==> src/inc/tol_pkg.sv <==
// Constants and types shared by the thermal overload control logic.
// Assumes a 10 MHz ref_clk and fixed-point settings in tenths (0.1 steps).
// Functional notes
// - Eight setting groups, one common selector
// - Block and group changes apply while running
// - Time-stamped event on every output edge
// - Resettable counters: trip, alarms, inhibit, blocked
// - Inputs are full-harmonic true RMS currents
// - Fresh current and temperature samples every 5 ms
// - Node mode 1..5, default On
// - Activation 0 disabled, 1 active, default disabled
// - Status force 0..5, default normal
// - Temperature unit 0 Celsius, 1 Fahrenheit
// - Automatic trip curve choice with dual/dynamic constants
// - Nominal start current, tenths, default 6.0
// - Motor nominal current per unit, tenths
// - Motor nominal current amperes, tenths
// - Above max overload current use stall constant
// - Below no-load current motor is stopped
package tol_pkg;
    localparam int          CLK_HZ          = 10_000_000;
    localparam int          SAMPLE_MS       = 5;
    localparam int          STAMP_MS        = 1;
    localparam int          MS_CYCLES       = CLK_HZ / 1000 * STAMP_MS;
    localparam int          SAMPLE_CYCLES   = CLK_HZ / 1000 * SAMPLE_MS;
    localparam int          CUR_W           = 16;
    localparam int          TEMP_W          = 16;
    localparam int          CNT_W           = 16;
    localparam int          STAMP_W         = 32;
    localparam int          NUM_GROUPS      = 8;
    localparam int          GRP_W           = 3;
    localparam int          NUM_OUT         = 5;
    localparam logic [15:0] NOM_START_RST   = 16'h003C; // 6.0 in tenths
    localparam logic [15:0] MAX_OVL_RST     = 16'h0014; // 2.0 in tenths
    localparam logic [15:0] NO_LOAD_RST     = 16'h0002; // 0.2 in tenths
    localparam logic [15:0] MOTOR_IN_RST    = 16'h000A; // 1.0 in tenths
    localparam logic [15:0] MOTOR_IN_A_RST  = 16'h0000;
    localparam int          IDX_TRIP        = 0;
    localparam int          IDX_ALARM1      = 1;
    localparam int          IDX_ALARM2      = 2;
    localparam int          IDX_INHIBIT     = 3;
    localparam int          IDX_BLOCKED     = 4;

    typedef enum logic [2:0] {
        MODE_ON       = 3'b001,
        MODE_BLOCKED  = 3'b010,
        MODE_TEST     = 3'b011,
        MODE_TEST_BLK = 3'b100,
        MODE_OFF      = 3'b101
    } ln_mode_t;

    typedef enum logic [2:0] {
        FORCE_NORMAL  = 3'b000,
        FORCE_BLOCKED = 3'b001,
        FORCE_ALARM1  = 3'b010,
        FORCE_ALARM2  = 3'b011,
        FORCE_INHIBIT = 3'b100,
        FORCE_TRIP    = 3'b101
    } force_t;

    typedef enum logic [1:0] {
        CURVE_NORMAL  = 2'b00,
        CURVE_STALL   = 2'b01,
        CURVE_STOPPED = 2'b10
    } curve_t;

    typedef struct packed {
        logic [15:0] nom_start;
        logic [15:0] max_ovl;
        logic [15:0] no_load;
        logic [15:0] alarm1_lvl;
        logic [15:0] alarm2_lvl;
        logic [15:0] trip_lvl;
        logic        dyn_en;
    } group_t;
    localparam int GROUP_W = $bits(group_t);
endpackage

==> src/inc/group_if.sv <==
// Setting-group storage port between the control top and its memory.
// Assumes a single clock shared by both sides.
`timescale 1ns/1ps
interface group_if;
    import tol_pkg::*;
    logic                 wr_en;
    logic [GRP_W-1:0]     wr_idx;
    group_t               wr_data;
    logic [GRP_W-1:0]     rd_idx;
    group_t               rd_data;
    modport ctrl (output wr_en, output wr_idx, output wr_data, output rd_idx, input rd_data);
    modport mem  (input wr_en, input wr_idx, input wr_data, input rd_idx, output rd_data);
endinterface

==> src/rtl/thermal_overload_control.sv <==
// Mode, force, group selection, curve choice, event and counter logic.
// Assumes RMS current samples arrive with a one-cycle valid every 5 ms.
`timescale 1ns/1ps
module thermal_overload_control
    import tol_pkg::*;
(
    input  wire logic                     ref_clk,
    input  wire logic                     nrst,
    input  wire logic [CUR_W-1:0]         phase_a_rms_current,
    input  wire logic [CUR_W-1:0]         phase_b_rms_current,
    input  wire logic [CUR_W-1:0]         phase_c_rms_current,
    input  wire logic [CUR_W-1:0]         positive_sequence_current,
    input  wire logic [CUR_W-1:0]         negative_sequence_current,
    input  wire logic [TEMP_W-1:0]        ambient_temp_c,
    input  wire logic                     sample_valid,
    input  wire logic                     block_in,
    input  wire logic [GRP_W-1:0]         group_sel,
    input  wire logic [2:0]               ln_mode,
    input  wire logic                     func_enable,
    input  wire logic [2:0]               status_force,
    input  wire logic                     temp_unit_f,
    input  wire logic                     dual_tc_en,
    input  wire logic [15:0]              motor_in_pu,
    input  wire logic [15:0]              motor_in_amp,
    input  wire logic                     cfg_wr,
    input  wire logic [GRP_W-1:0]         cfg_group,
    input  wire group_t                   cfg_data,
    input  wire logic                     counter_clear,
    input  wire logic [TEMP_W-1:0]        replica_temp_c,
    output logic                          trip,
    output logic                          alarm1,
    output logic                          alarm2,
    output logic                          inhibit,
    output logic                          blocked,
    output logic [1:0]                    curve_sel,
    output logic                          motor_stopped,
    output logic [TEMP_W-1:0]             replica_temp_disp,
    output logic [TEMP_W-1:0]             ambient_temp_disp,
    output logic [CUR_W-1:0]              max_phase_current,
    output logic [15:0]                   motor_in_pu_q_out,
    output logic [15:0]                   motor_in_amp_q_out,
    output logic                          event_valid,
    output logic [2:0]                    event_src,
    output logic                          event_on,
    output logic [STAMP_W-1:0]            event_stamp,
    output logic [CNT_W-1:0]              trip_count,
    output logic [CNT_W-1:0]              alarm1_count,
    output logic [CNT_W-1:0]              alarm2_count,
    output logic [CNT_W-1:0]              inhibit_count,
    output logic [CNT_W-1:0]              blocked_count
);
    group_if gp ();

    group_mem u_mem (
        .ref_clk (ref_clk),
        .nrst    (nrst),
        .gp      (gp)
    );

    // Synchronisers for the asynchronous control levels
    logic         blk_s1_q, blk_s2_q;
    logic [2:0]   grp_s1_q, grp_s2_q;
    always_ff @(posedge ref_clk or negedge nrst) begin
        if (!nrst) begin
            blk_s1_q <= 1'b0;
            blk_s2_q <= 1'b0;
            grp_s1_q <= 3'h0;
            grp_s2_q <= 3'h0;
        end else begin
            blk_s1_q <= block_in;
            blk_s2_q <= blk_s1_q;
            grp_s1_q <= group_sel;
            grp_s2_q <= grp_s1_q;
        end
    end

    always_comb begin
        gp.wr_en   = cfg_wr;
        gp.wr_idx  = cfg_group;
        gp.wr_data = cfg_data;
        gp.rd_idx  = grp_s2_q;
    end

    // Millisecond timestamp
    logic [15:0]        ms_div_q, ms_div_d;
    logic [STAMP_W-1:0] stamp_q, stamp_d;
    always_comb begin
        ms_div_d = ms_div_q + 16'h0001;
        stamp_d  = stamp_q;
        if (ms_div_q == 16'(MS_CYCLES - 1)) begin
            ms_div_d = 16'h0000;
            stamp_d  = stamp_q + 32'h0000_0001;
        end
    end
    always_ff @(posedge ref_clk or negedge nrst) begin
        if (!nrst) begin
            ms_div_q <= 16'h0000;
            stamp_q  <= 32'h0000_0000;
        end else begin
            ms_div_q <= ms_div_d;
            stamp_q  <= stamp_d;
        end
    end

    // Sample capture; inputs are already true RMS over 32 harmonics
    logic [CUR_W-1:0]  imax_q, imax_d;
    logic [TEMP_W-1:0] amb_q, amb_d;
    logic [CUR_W-1:0]  ab_max;
    always_comb begin
        ab_max = (phase_a_rms_current > phase_b_rms_current) ?
                 phase_a_rms_current : phase_b_rms_current;
        imax_d = imax_q;
        amb_d  = amb_q;
        if (sample_valid) begin
            imax_d = (ab_max > phase_c_rms_current) ? ab_max : phase_c_rms_current;
            amb_d  = ambient_temp_c;
        end
    end
    always_ff @(posedge ref_clk or negedge nrst) begin
        if (!nrst) begin
            imax_q <= '0;
            amb_q  <= '0;
        end else begin
            imax_q <= imax_d;
            amb_q  <= amb_d;
        end
    end

    // Curve choice and status decision
    logic        stop_d, act_d, off_d, blk_d;
    logic [1:0]  curve_d;
    logic [4:0]  outs_d;
    logic [15:0] rep_disp_d, amb_disp_d;
    always_comb begin
        stop_d = (imax_q < gp.rd_data.no_load);
        curve_d = CURVE_NORMAL;
        if (stop_d) begin
            curve_d = CURVE_STOPPED;
        end else if ((dual_tc_en || gp.rd_data.dyn_en) &&
                     imax_q > gp.rd_data.max_ovl) begin
            curve_d = CURVE_STALL;
        end
        off_d = !func_enable || (ln_mode == MODE_OFF);
        blk_d = blk_s2_q || (ln_mode == MODE_BLOCKED) ||
                (ln_mode == MODE_TEST_BLK);
        act_d = !off_d && !blk_d;
        outs_d = 5'b00000;
        if (act_d) begin
            outs_d[IDX_TRIP]    = imax_q >= gp.rd_data.trip_lvl && gp.rd_data.trip_lvl != 0;
            outs_d[IDX_ALARM1]  = imax_q >= gp.rd_data.alarm1_lvl && gp.rd_data.alarm1_lvl != 0;
            outs_d[IDX_ALARM2]  = imax_q >= gp.rd_data.alarm2_lvl && gp.rd_data.alarm2_lvl != 0;
            // Restart inhibited while current sits at or above the nominal start level
            outs_d[IDX_INHIBIT] = imax_q >= gp.rd_data.nom_start;
        end else begin
            outs_d[IDX_BLOCKED] = 1'b1;
        end
        case (status_force)
            FORCE_NORMAL:  ;
            FORCE_BLOCKED: outs_d = 5'b10000;
            FORCE_ALARM1:  outs_d = 5'b00010;
            FORCE_ALARM2:  outs_d = 5'b00100;
            FORCE_INHIBIT: outs_d = 5'b01000;
            FORCE_TRIP:    outs_d = 5'b00001;
            default:       ;
        endcase
        // F = C * 9/5 + 32, integer degrees
        rep_disp_d = replica_temp_c;
        amb_disp_d = amb_q;
        if (temp_unit_f) begin
            rep_disp_d = 16'((32'(replica_temp_c) * 9) / 5 + 32);
            amb_disp_d = 16'((32'(amb_q) * 9) / 5 + 32);
        end
    end

    logic [4:0]  outs_q;
    logic [1:0]  curve_q;
    logic        stop_q;
    logic [15:0] rep_disp_q, amb_disp_q, in_pu_q, in_amp_q;
    always_ff @(posedge ref_clk or negedge nrst) begin
        if (!nrst) begin
            outs_q     <= 5'b00000;
            curve_q    <= 2'b00;
            stop_q     <= 1'b1;
            rep_disp_q <= 16'h0000;
            amb_disp_q <= 16'h0000;
            in_pu_q    <= MOTOR_IN_RST;
            in_amp_q   <= MOTOR_IN_A_RST;
        end else begin
            outs_q     <= outs_d;
            curve_q    <= curve_d;
            stop_q     <= stop_d;
            rep_disp_q <= rep_disp_d;
            amb_disp_q <= amb_disp_d;
            in_pu_q    <= motor_in_pu;
            in_amp_q   <= motor_in_amp;
        end
    end

    // Edge events: one per cycle, lowest index first; others wait
    logic [4:0]         prev_q, prev_d;
    logic               ev_v_q, ev_v_d, ev_on_q, ev_on_d;
    logic [2:0]         ev_src_q, ev_src_d;
    logic [STAMP_W-1:0] ev_st_q, ev_st_d;
    logic [4:0]         diff;
    always_comb begin
        diff     = outs_q ^ prev_q;
        prev_d   = prev_q;
        ev_v_d   = 1'b0;
        ev_on_d  = ev_on_q;
        ev_src_d = ev_src_q;
        ev_st_d  = ev_st_q;
        for (int i = NUM_OUT - 1; i >= 0; i--) begin
            if (diff[i]) begin
                ev_src_d = 3'(i);
            end
        end
        if (diff != 5'b00000) begin
            ev_v_d            = 1'b1;
            ev_on_d           = outs_q[ev_src_d];
            ev_st_d           = stamp_q;
            prev_d[ev_src_d]  = outs_q[ev_src_d];
        end
    end
    always_ff @(posedge ref_clk or negedge nrst) begin
        if (!nrst) begin
            prev_q   <= 5'b00000;
            ev_v_q   <= 1'b0;
            ev_on_q  <= 1'b0;
            ev_src_q <= 3'h0;
            ev_st_q  <= 32'h0000_0000;
        end else begin
            prev_q   <= prev_d;
            ev_v_q   <= ev_v_d;
            ev_on_q  <= ev_on_d;
            ev_src_q <= ev_src_d;
            ev_st_q  <= ev_st_d;
        end
    end

    // Rising-event counters; a same-cycle count adds one on top of the clear
    logic [CNT_W-1:0] cnt_q [NUM_OUT];
    logic [CNT_W-1:0] cnt_d [NUM_OUT];
    genvar g;
    generate
        for (g = 0; g < NUM_OUT; g++) begin : g_cnt
            always_comb begin
                cnt_d[g] = counter_clear ? '0 : cnt_q[g];
                if (ev_v_d && ev_on_d && ev_src_d == 3'(g)) begin
                    cnt_d[g] = (counter_clear ? '0 : cnt_q[g]) + 16'h0001;
                end
            end
            always_ff @(posedge ref_clk or negedge nrst) begin
                if (!nrst) begin
                    cnt_q[g] <= '0;
                end else begin
                    cnt_q[g] <= cnt_d[g];
                end
            end
        end
    endgenerate

    assign trip               = outs_q[IDX_TRIP];
    assign alarm1             = outs_q[IDX_ALARM1];
    assign alarm2             = outs_q[IDX_ALARM2];
    assign inhibit            = outs_q[IDX_INHIBIT];
    assign blocked            = outs_q[IDX_BLOCKED];
    assign curve_sel          = curve_q;
    assign motor_stopped      = stop_q;
    assign replica_temp_disp  = rep_disp_q;
    assign ambient_temp_disp  = amb_disp_q;
    assign max_phase_current  = imax_q;
    assign motor_in_pu_q_out  = in_pu_q;
    assign motor_in_amp_q_out = in_amp_q;
    assign event_valid        = ev_v_q;
    assign event_src          = ev_src_q;
    assign event_on           = ev_on_q;
    assign event_stamp        = ev_st_q;
    assign trip_count         = cnt_q[IDX_TRIP];
    assign alarm1_count       = cnt_q[IDX_ALARM1];
    assign alarm2_count       = cnt_q[IDX_ALARM2];
    assign inhibit_count      = cnt_q[IDX_INHIBIT];
    assign blocked_count      = cnt_q[IDX_BLOCKED];
endmodule // thermal_overload_control

==> src/rtl/group_mem.sv <==
// Eight-entry setting-group memory with registered read data.
// Assumes writes come from the control top on the same clock.
`timescale 1ns/1ps
module group_mem
    import tol_pkg::*;
(
    input  wire logic ref_clk,
    input  wire logic nrst,
    group_if.mem      gp
);
    group_t mem_q [NUM_GROUPS];
    group_t rd_q;

    always_ff @(posedge ref_clk or negedge nrst) begin
        if (!nrst) begin
            for (int i = 0; i < NUM_GROUPS; i++) begin
                mem_q[i] <= '{NOM_START_RST, MAX_OVL_RST, NO_LOAD_RST,
                              16'h0000, 16'h0000, 16'h0000, 1'b0};
            end
            rd_q <= '0;
        end else begin
            if (gp.wr_en) begin
                mem_q[gp.wr_idx] <= gp.wr_data;
            end
            rd_q <= mem_q[gp.rd_idx];
        end
    end

    assign gp.rd_data = rd_q;
endmodule // group_mem

==> config.mk <==
export PLATFORM = sky130hd
export DESIGN_NAME = thermal_overload_control
export DESIGN_NICKNAME = d
export VERILOG_FILES = /design/src/inc/tol_pkg.sv /design/src/inc/group_if.sv /design/src/rtl/thermal_overload_control.sv /design/src/rtl/group_mem.sv
export SDC_FILE = /design/constraint.sdc
export NUM_CORES = 2
export LEC_CHECK = 0
export ABC_AREA = 1
export BUFFER_PORTS_ARGS = -buffer_cell sky130_fd_sc_hd__buf_4
export CORE_ASPECT_RATIO = 0.8
export CORE_MARGIN = 5
export CORE_UTILIZATION = 44
export CTS_CLUSTER_DIAMETER = 40
export DETAILED_ROUTE_END_ITERATION = 10
export PLACE_DENSITY = 0.63
export REMOVE_ABC_BUFFERS = 1
export SLEW_MARGIN = 20
export SYNTH_ARGS = -nofsm -noshare
export SYNTH_HDL_FRONTEND = slang
export SYNTH_SLANG_ARGS = --single-unit
==> constraint.sdc <==
create_clock -name ref_clk -period 8.1 [get_ports ref_clk]
set_input_delay 0.81 -clock ref_clk [delete_from_list [all_inputs] [get_ports ref_clk]]
set_output_delay 0.81 -clock ref_clk [all_outputs]
set_load 0.01 [all_outputs]
==> impl_results.md <==
* Status: finished with violations
* Failing checks: setup timing
* Setup violations, final at 1
* CTS max path bufs at 3
* Std cell rows at 117
* Synth cell count leaders: nand2_1, dfrtp_1, o21ai_0
* Die Span Y at 331 um
* Drt wl/cell at 17.7 um
* Max-cap violations at 0
* Count leader, synth: nand2_1
* Smallest hold slack at 0.00483 ns
* Unrepaired setup endpoints after global routing: true
* Vias in the first global route at 45260
* Chip width at 411 um
* Setup CP Type: reg2reg
* GRT Residual Overflow at 0
* Placed cell count at 8764
* Crit. End Element: flop
* Post-route DRC at 0
* CTS clock-pin slew for the worst setup and hold paths at 0.06 ns
* Area Overhead vs Synth at 21.8%
* Worst Slack Setup Final at -0.0683 ns
* Largest net degree at the start of global routing at 195
* Sequential area share after synthesis at 51.2%
* Via-per-instance ratio at 5.21
* Worst-path maximum fanout at 5
* Final wirelength at 161 mm
* Die Area at 136000 um2
* Setup TNS at -0.0683 ns
* CTS H-tree depth at 4
* CTS tree: built
* Pre-Repair DR Iteration Count at 5
* Crit-path max cell delay at 0.41 ns
* Top cells by area, synth: dfrtp_1, nand2_1, o21ai_0
* Startpoint types: flop
* Total GRT Usage at 23.1%
* Yosys top cell by area: dfrtp_1
* Clk sinks at 1155
* Worst-skew pair later-pin latency at 0.77 ns
* Area after DPL at 62100 um2
* CP Data Required Time at 8.76 ns
* Clk_skew at 0.0307 ns
* Avg Synthesized Cell Area at 8.33 um2
* Cts bufs inserted at 151
* Ys flop type: dfrtp_1
* Layout net count at 7692
* Hold Crit Class: in2async
* EDFF count, synth at 0
* Final Cycle Share at 101%
* Share of layout cells above drive strength 1 at 18.6%
* Cell Area, Synth at 56600 um2
* FF/Latch Area at 29000 um2
* Post-layout min period at 8.17 ns
* Initial antenna violation count at 16
* Final instance area at 68900 um2
* Fillers at 11646
* Final Wtd Congestion at 0.880
* IO Port Bufs at 434
* Netlist cell types at 55
* Slew HR at 20.8%
* Iteration-0 DRC count of the detailed router at 4165
* CTS root buf: clkbuf_16
* WP data arrival at 8.83 ns
* Slowest cell on crit path: dfrtp_1
* Cells after synthesis at 6801
* Top cell type's share of synthesized area at 48.4%
* I/O Pins at 467
* Most used cell, CP: nand2_2
* Area of the multi-input gates at 24900 um2
* DPL Wire Length at 103 mm
* Core area at 128000 um2
* Slew Viols, Final at 0
* Vias at 47317
* Fraction of registers with async set/reset at 100%
* Final hold vios at 0
* Initial Utilization at 44.4%
* Worst-margin pin slew at 1.17 ns
* Synthesized flop and latch total at 1155
* Fmax at 0.122 GHz
* Yosys warns at 0
* Global-route wire length before repair at 251 mm
* DRT antenna net count at 0
* Finished Layout Cells at 9089
## sequential cells by signal, summed over array words and instances, names as in the netlist, 3 cells and up
signal              count
amb_q                  16
inhibit_count          16
event_stamp            32
u_mem.gp.rd_data       97
grp_s1_q                3
prev_q                  5
ms_div_q               16
blocked_count          16
alarm2_count           16
gp.rd_idx               3
u_mem.mem_q           776
replica_temp_disp      16
trip_count             16
motor_in_amp_q_out     16
max_phase_current      16
stamp_q                32
ambient_temp_disp      16
motor_in_pu_q_out      16
alarm1_count           16
event_src               3
outs_q                  5
## worst paths after layout
path                                          end  cells after the start  slack, ns              from
setup / recovery             ambient_temp_disp[0]                     90      -0.07          amb_q[4]
hold / removal               replica_temp_disp[5]                      1      0.005              nrst
setup reg to reg             ambient_temp_disp[0]                     90      -0.07          amb_q[4]
hold reg to reg                      gp.rd_idx[2]                      0       0.35       grp_s1_q[2]
max in group asynchronous        u_mem.mem_q[587]                      3       6.25              nrst
min in group ref_clk       motor_in_amp_q_out[12]                      1       0.14  motor_in_amp[12]
## area by class of cell
| cell class | instances | area share, % |
|---|---|---|
| flip-flops and latches | 1155 | 42.0 |
| multi-input cells | 4593 | 36.2 |
| repair buffers | 635 | 7.17 |
| clock buffers | 190 | 6.03 |
| inverters | 700 | 3.83 |
| well taps | 1725 | 3.13 |
| clock inverters | 81 | 1.60 |
| diodes | 10 | 0.0363 |
## cell families after synthesis
logic type                 count (synthesis)  share of synthesized area [%]
DFF                                     1155                           51.2
xor gates and xnor gates                 127                           1.96
and+or+nand+nor                         2676                           19.5
buffers and inverters                   1053                           7.02
adders and majority gates                194                           4.31
AOI/OAI and AO/OA                       1588                           15.8
muxes                                      8                          0.159
## per-stage QoR
| stage | utilization (%) | worst slack (ns) |
|---|---|---|
| final | 54.1 | -0.0683 |
| after CTS | 53.0 | 0.000395 |
| after global placement | 48.7 | -0.424 |
| after global routing | 54.1 | -0.708 |
| after floorplan | - | -9.66 |
| after detailed placement | 48.7 | -0.790 |
## worst max-delay path: cells and delay by family, from the launching register on
family / cells / cell delay, ns
flops: 1 / 0.41
compound gates: 1 / 0.14
buf+inv: 10 / 0.55
fa+ha+maj: 4 / 0.92
simple gates: 75 / 6.02
## routing by layer
metal | vias to the layer above | part of all wire, % | routed length [um] | GRT usage [%]
met5 | - | 0.020 | 32 | 0
li1 | 23197 | - | - | -
met3 | 205 | 7.1 | 11400 | 5.52
met4 | 6 | 2.0 | 3240 | 5.95
met2 | 1156 | 45 | 72700 | 36.4
met1 | 22753 | 46 | 73500 | 32.3
## timing repair
item                                    4_1_cts  5_1_grt
setup buffers                                 3       41
endpoints found under the setup margin        2        9
hold buffers                                  0        0
hold endpoints to repair                      0        0
gates resized for setup                      43      229
pin swaps                                    16      120
## placed cells by master, fill, tap and decap left out, types with 59 or more instances in the layout
| master | instances |
|---|---|
| nand3_1 | 150 |
| a21oi_1 | 75 |
| clkbuf_16 | 154 |
| xor2_1 | 95 |
| buf_4 | 620 |
| o211ai_1 | 108 |
| nand2_2 | 141 |
| nor2_1 | 770 |
| dfstp_2 | 59 |
| a31oi_1 | 104 |
| inv_2 | 67 |
| dfrtp_1 | 1092 |
| inv_1 | 628 |
| ha_1 | 165 |
| nand2_4 | 72 |
| o21ai_0 | 1080 |
| nand2_1 | 1364 |
| o32ai_1 | 97 |
Power is left out: the tool's default activity adds up to more than one toggle a clock period on the data nets, which glitch-free logic cannot reach.
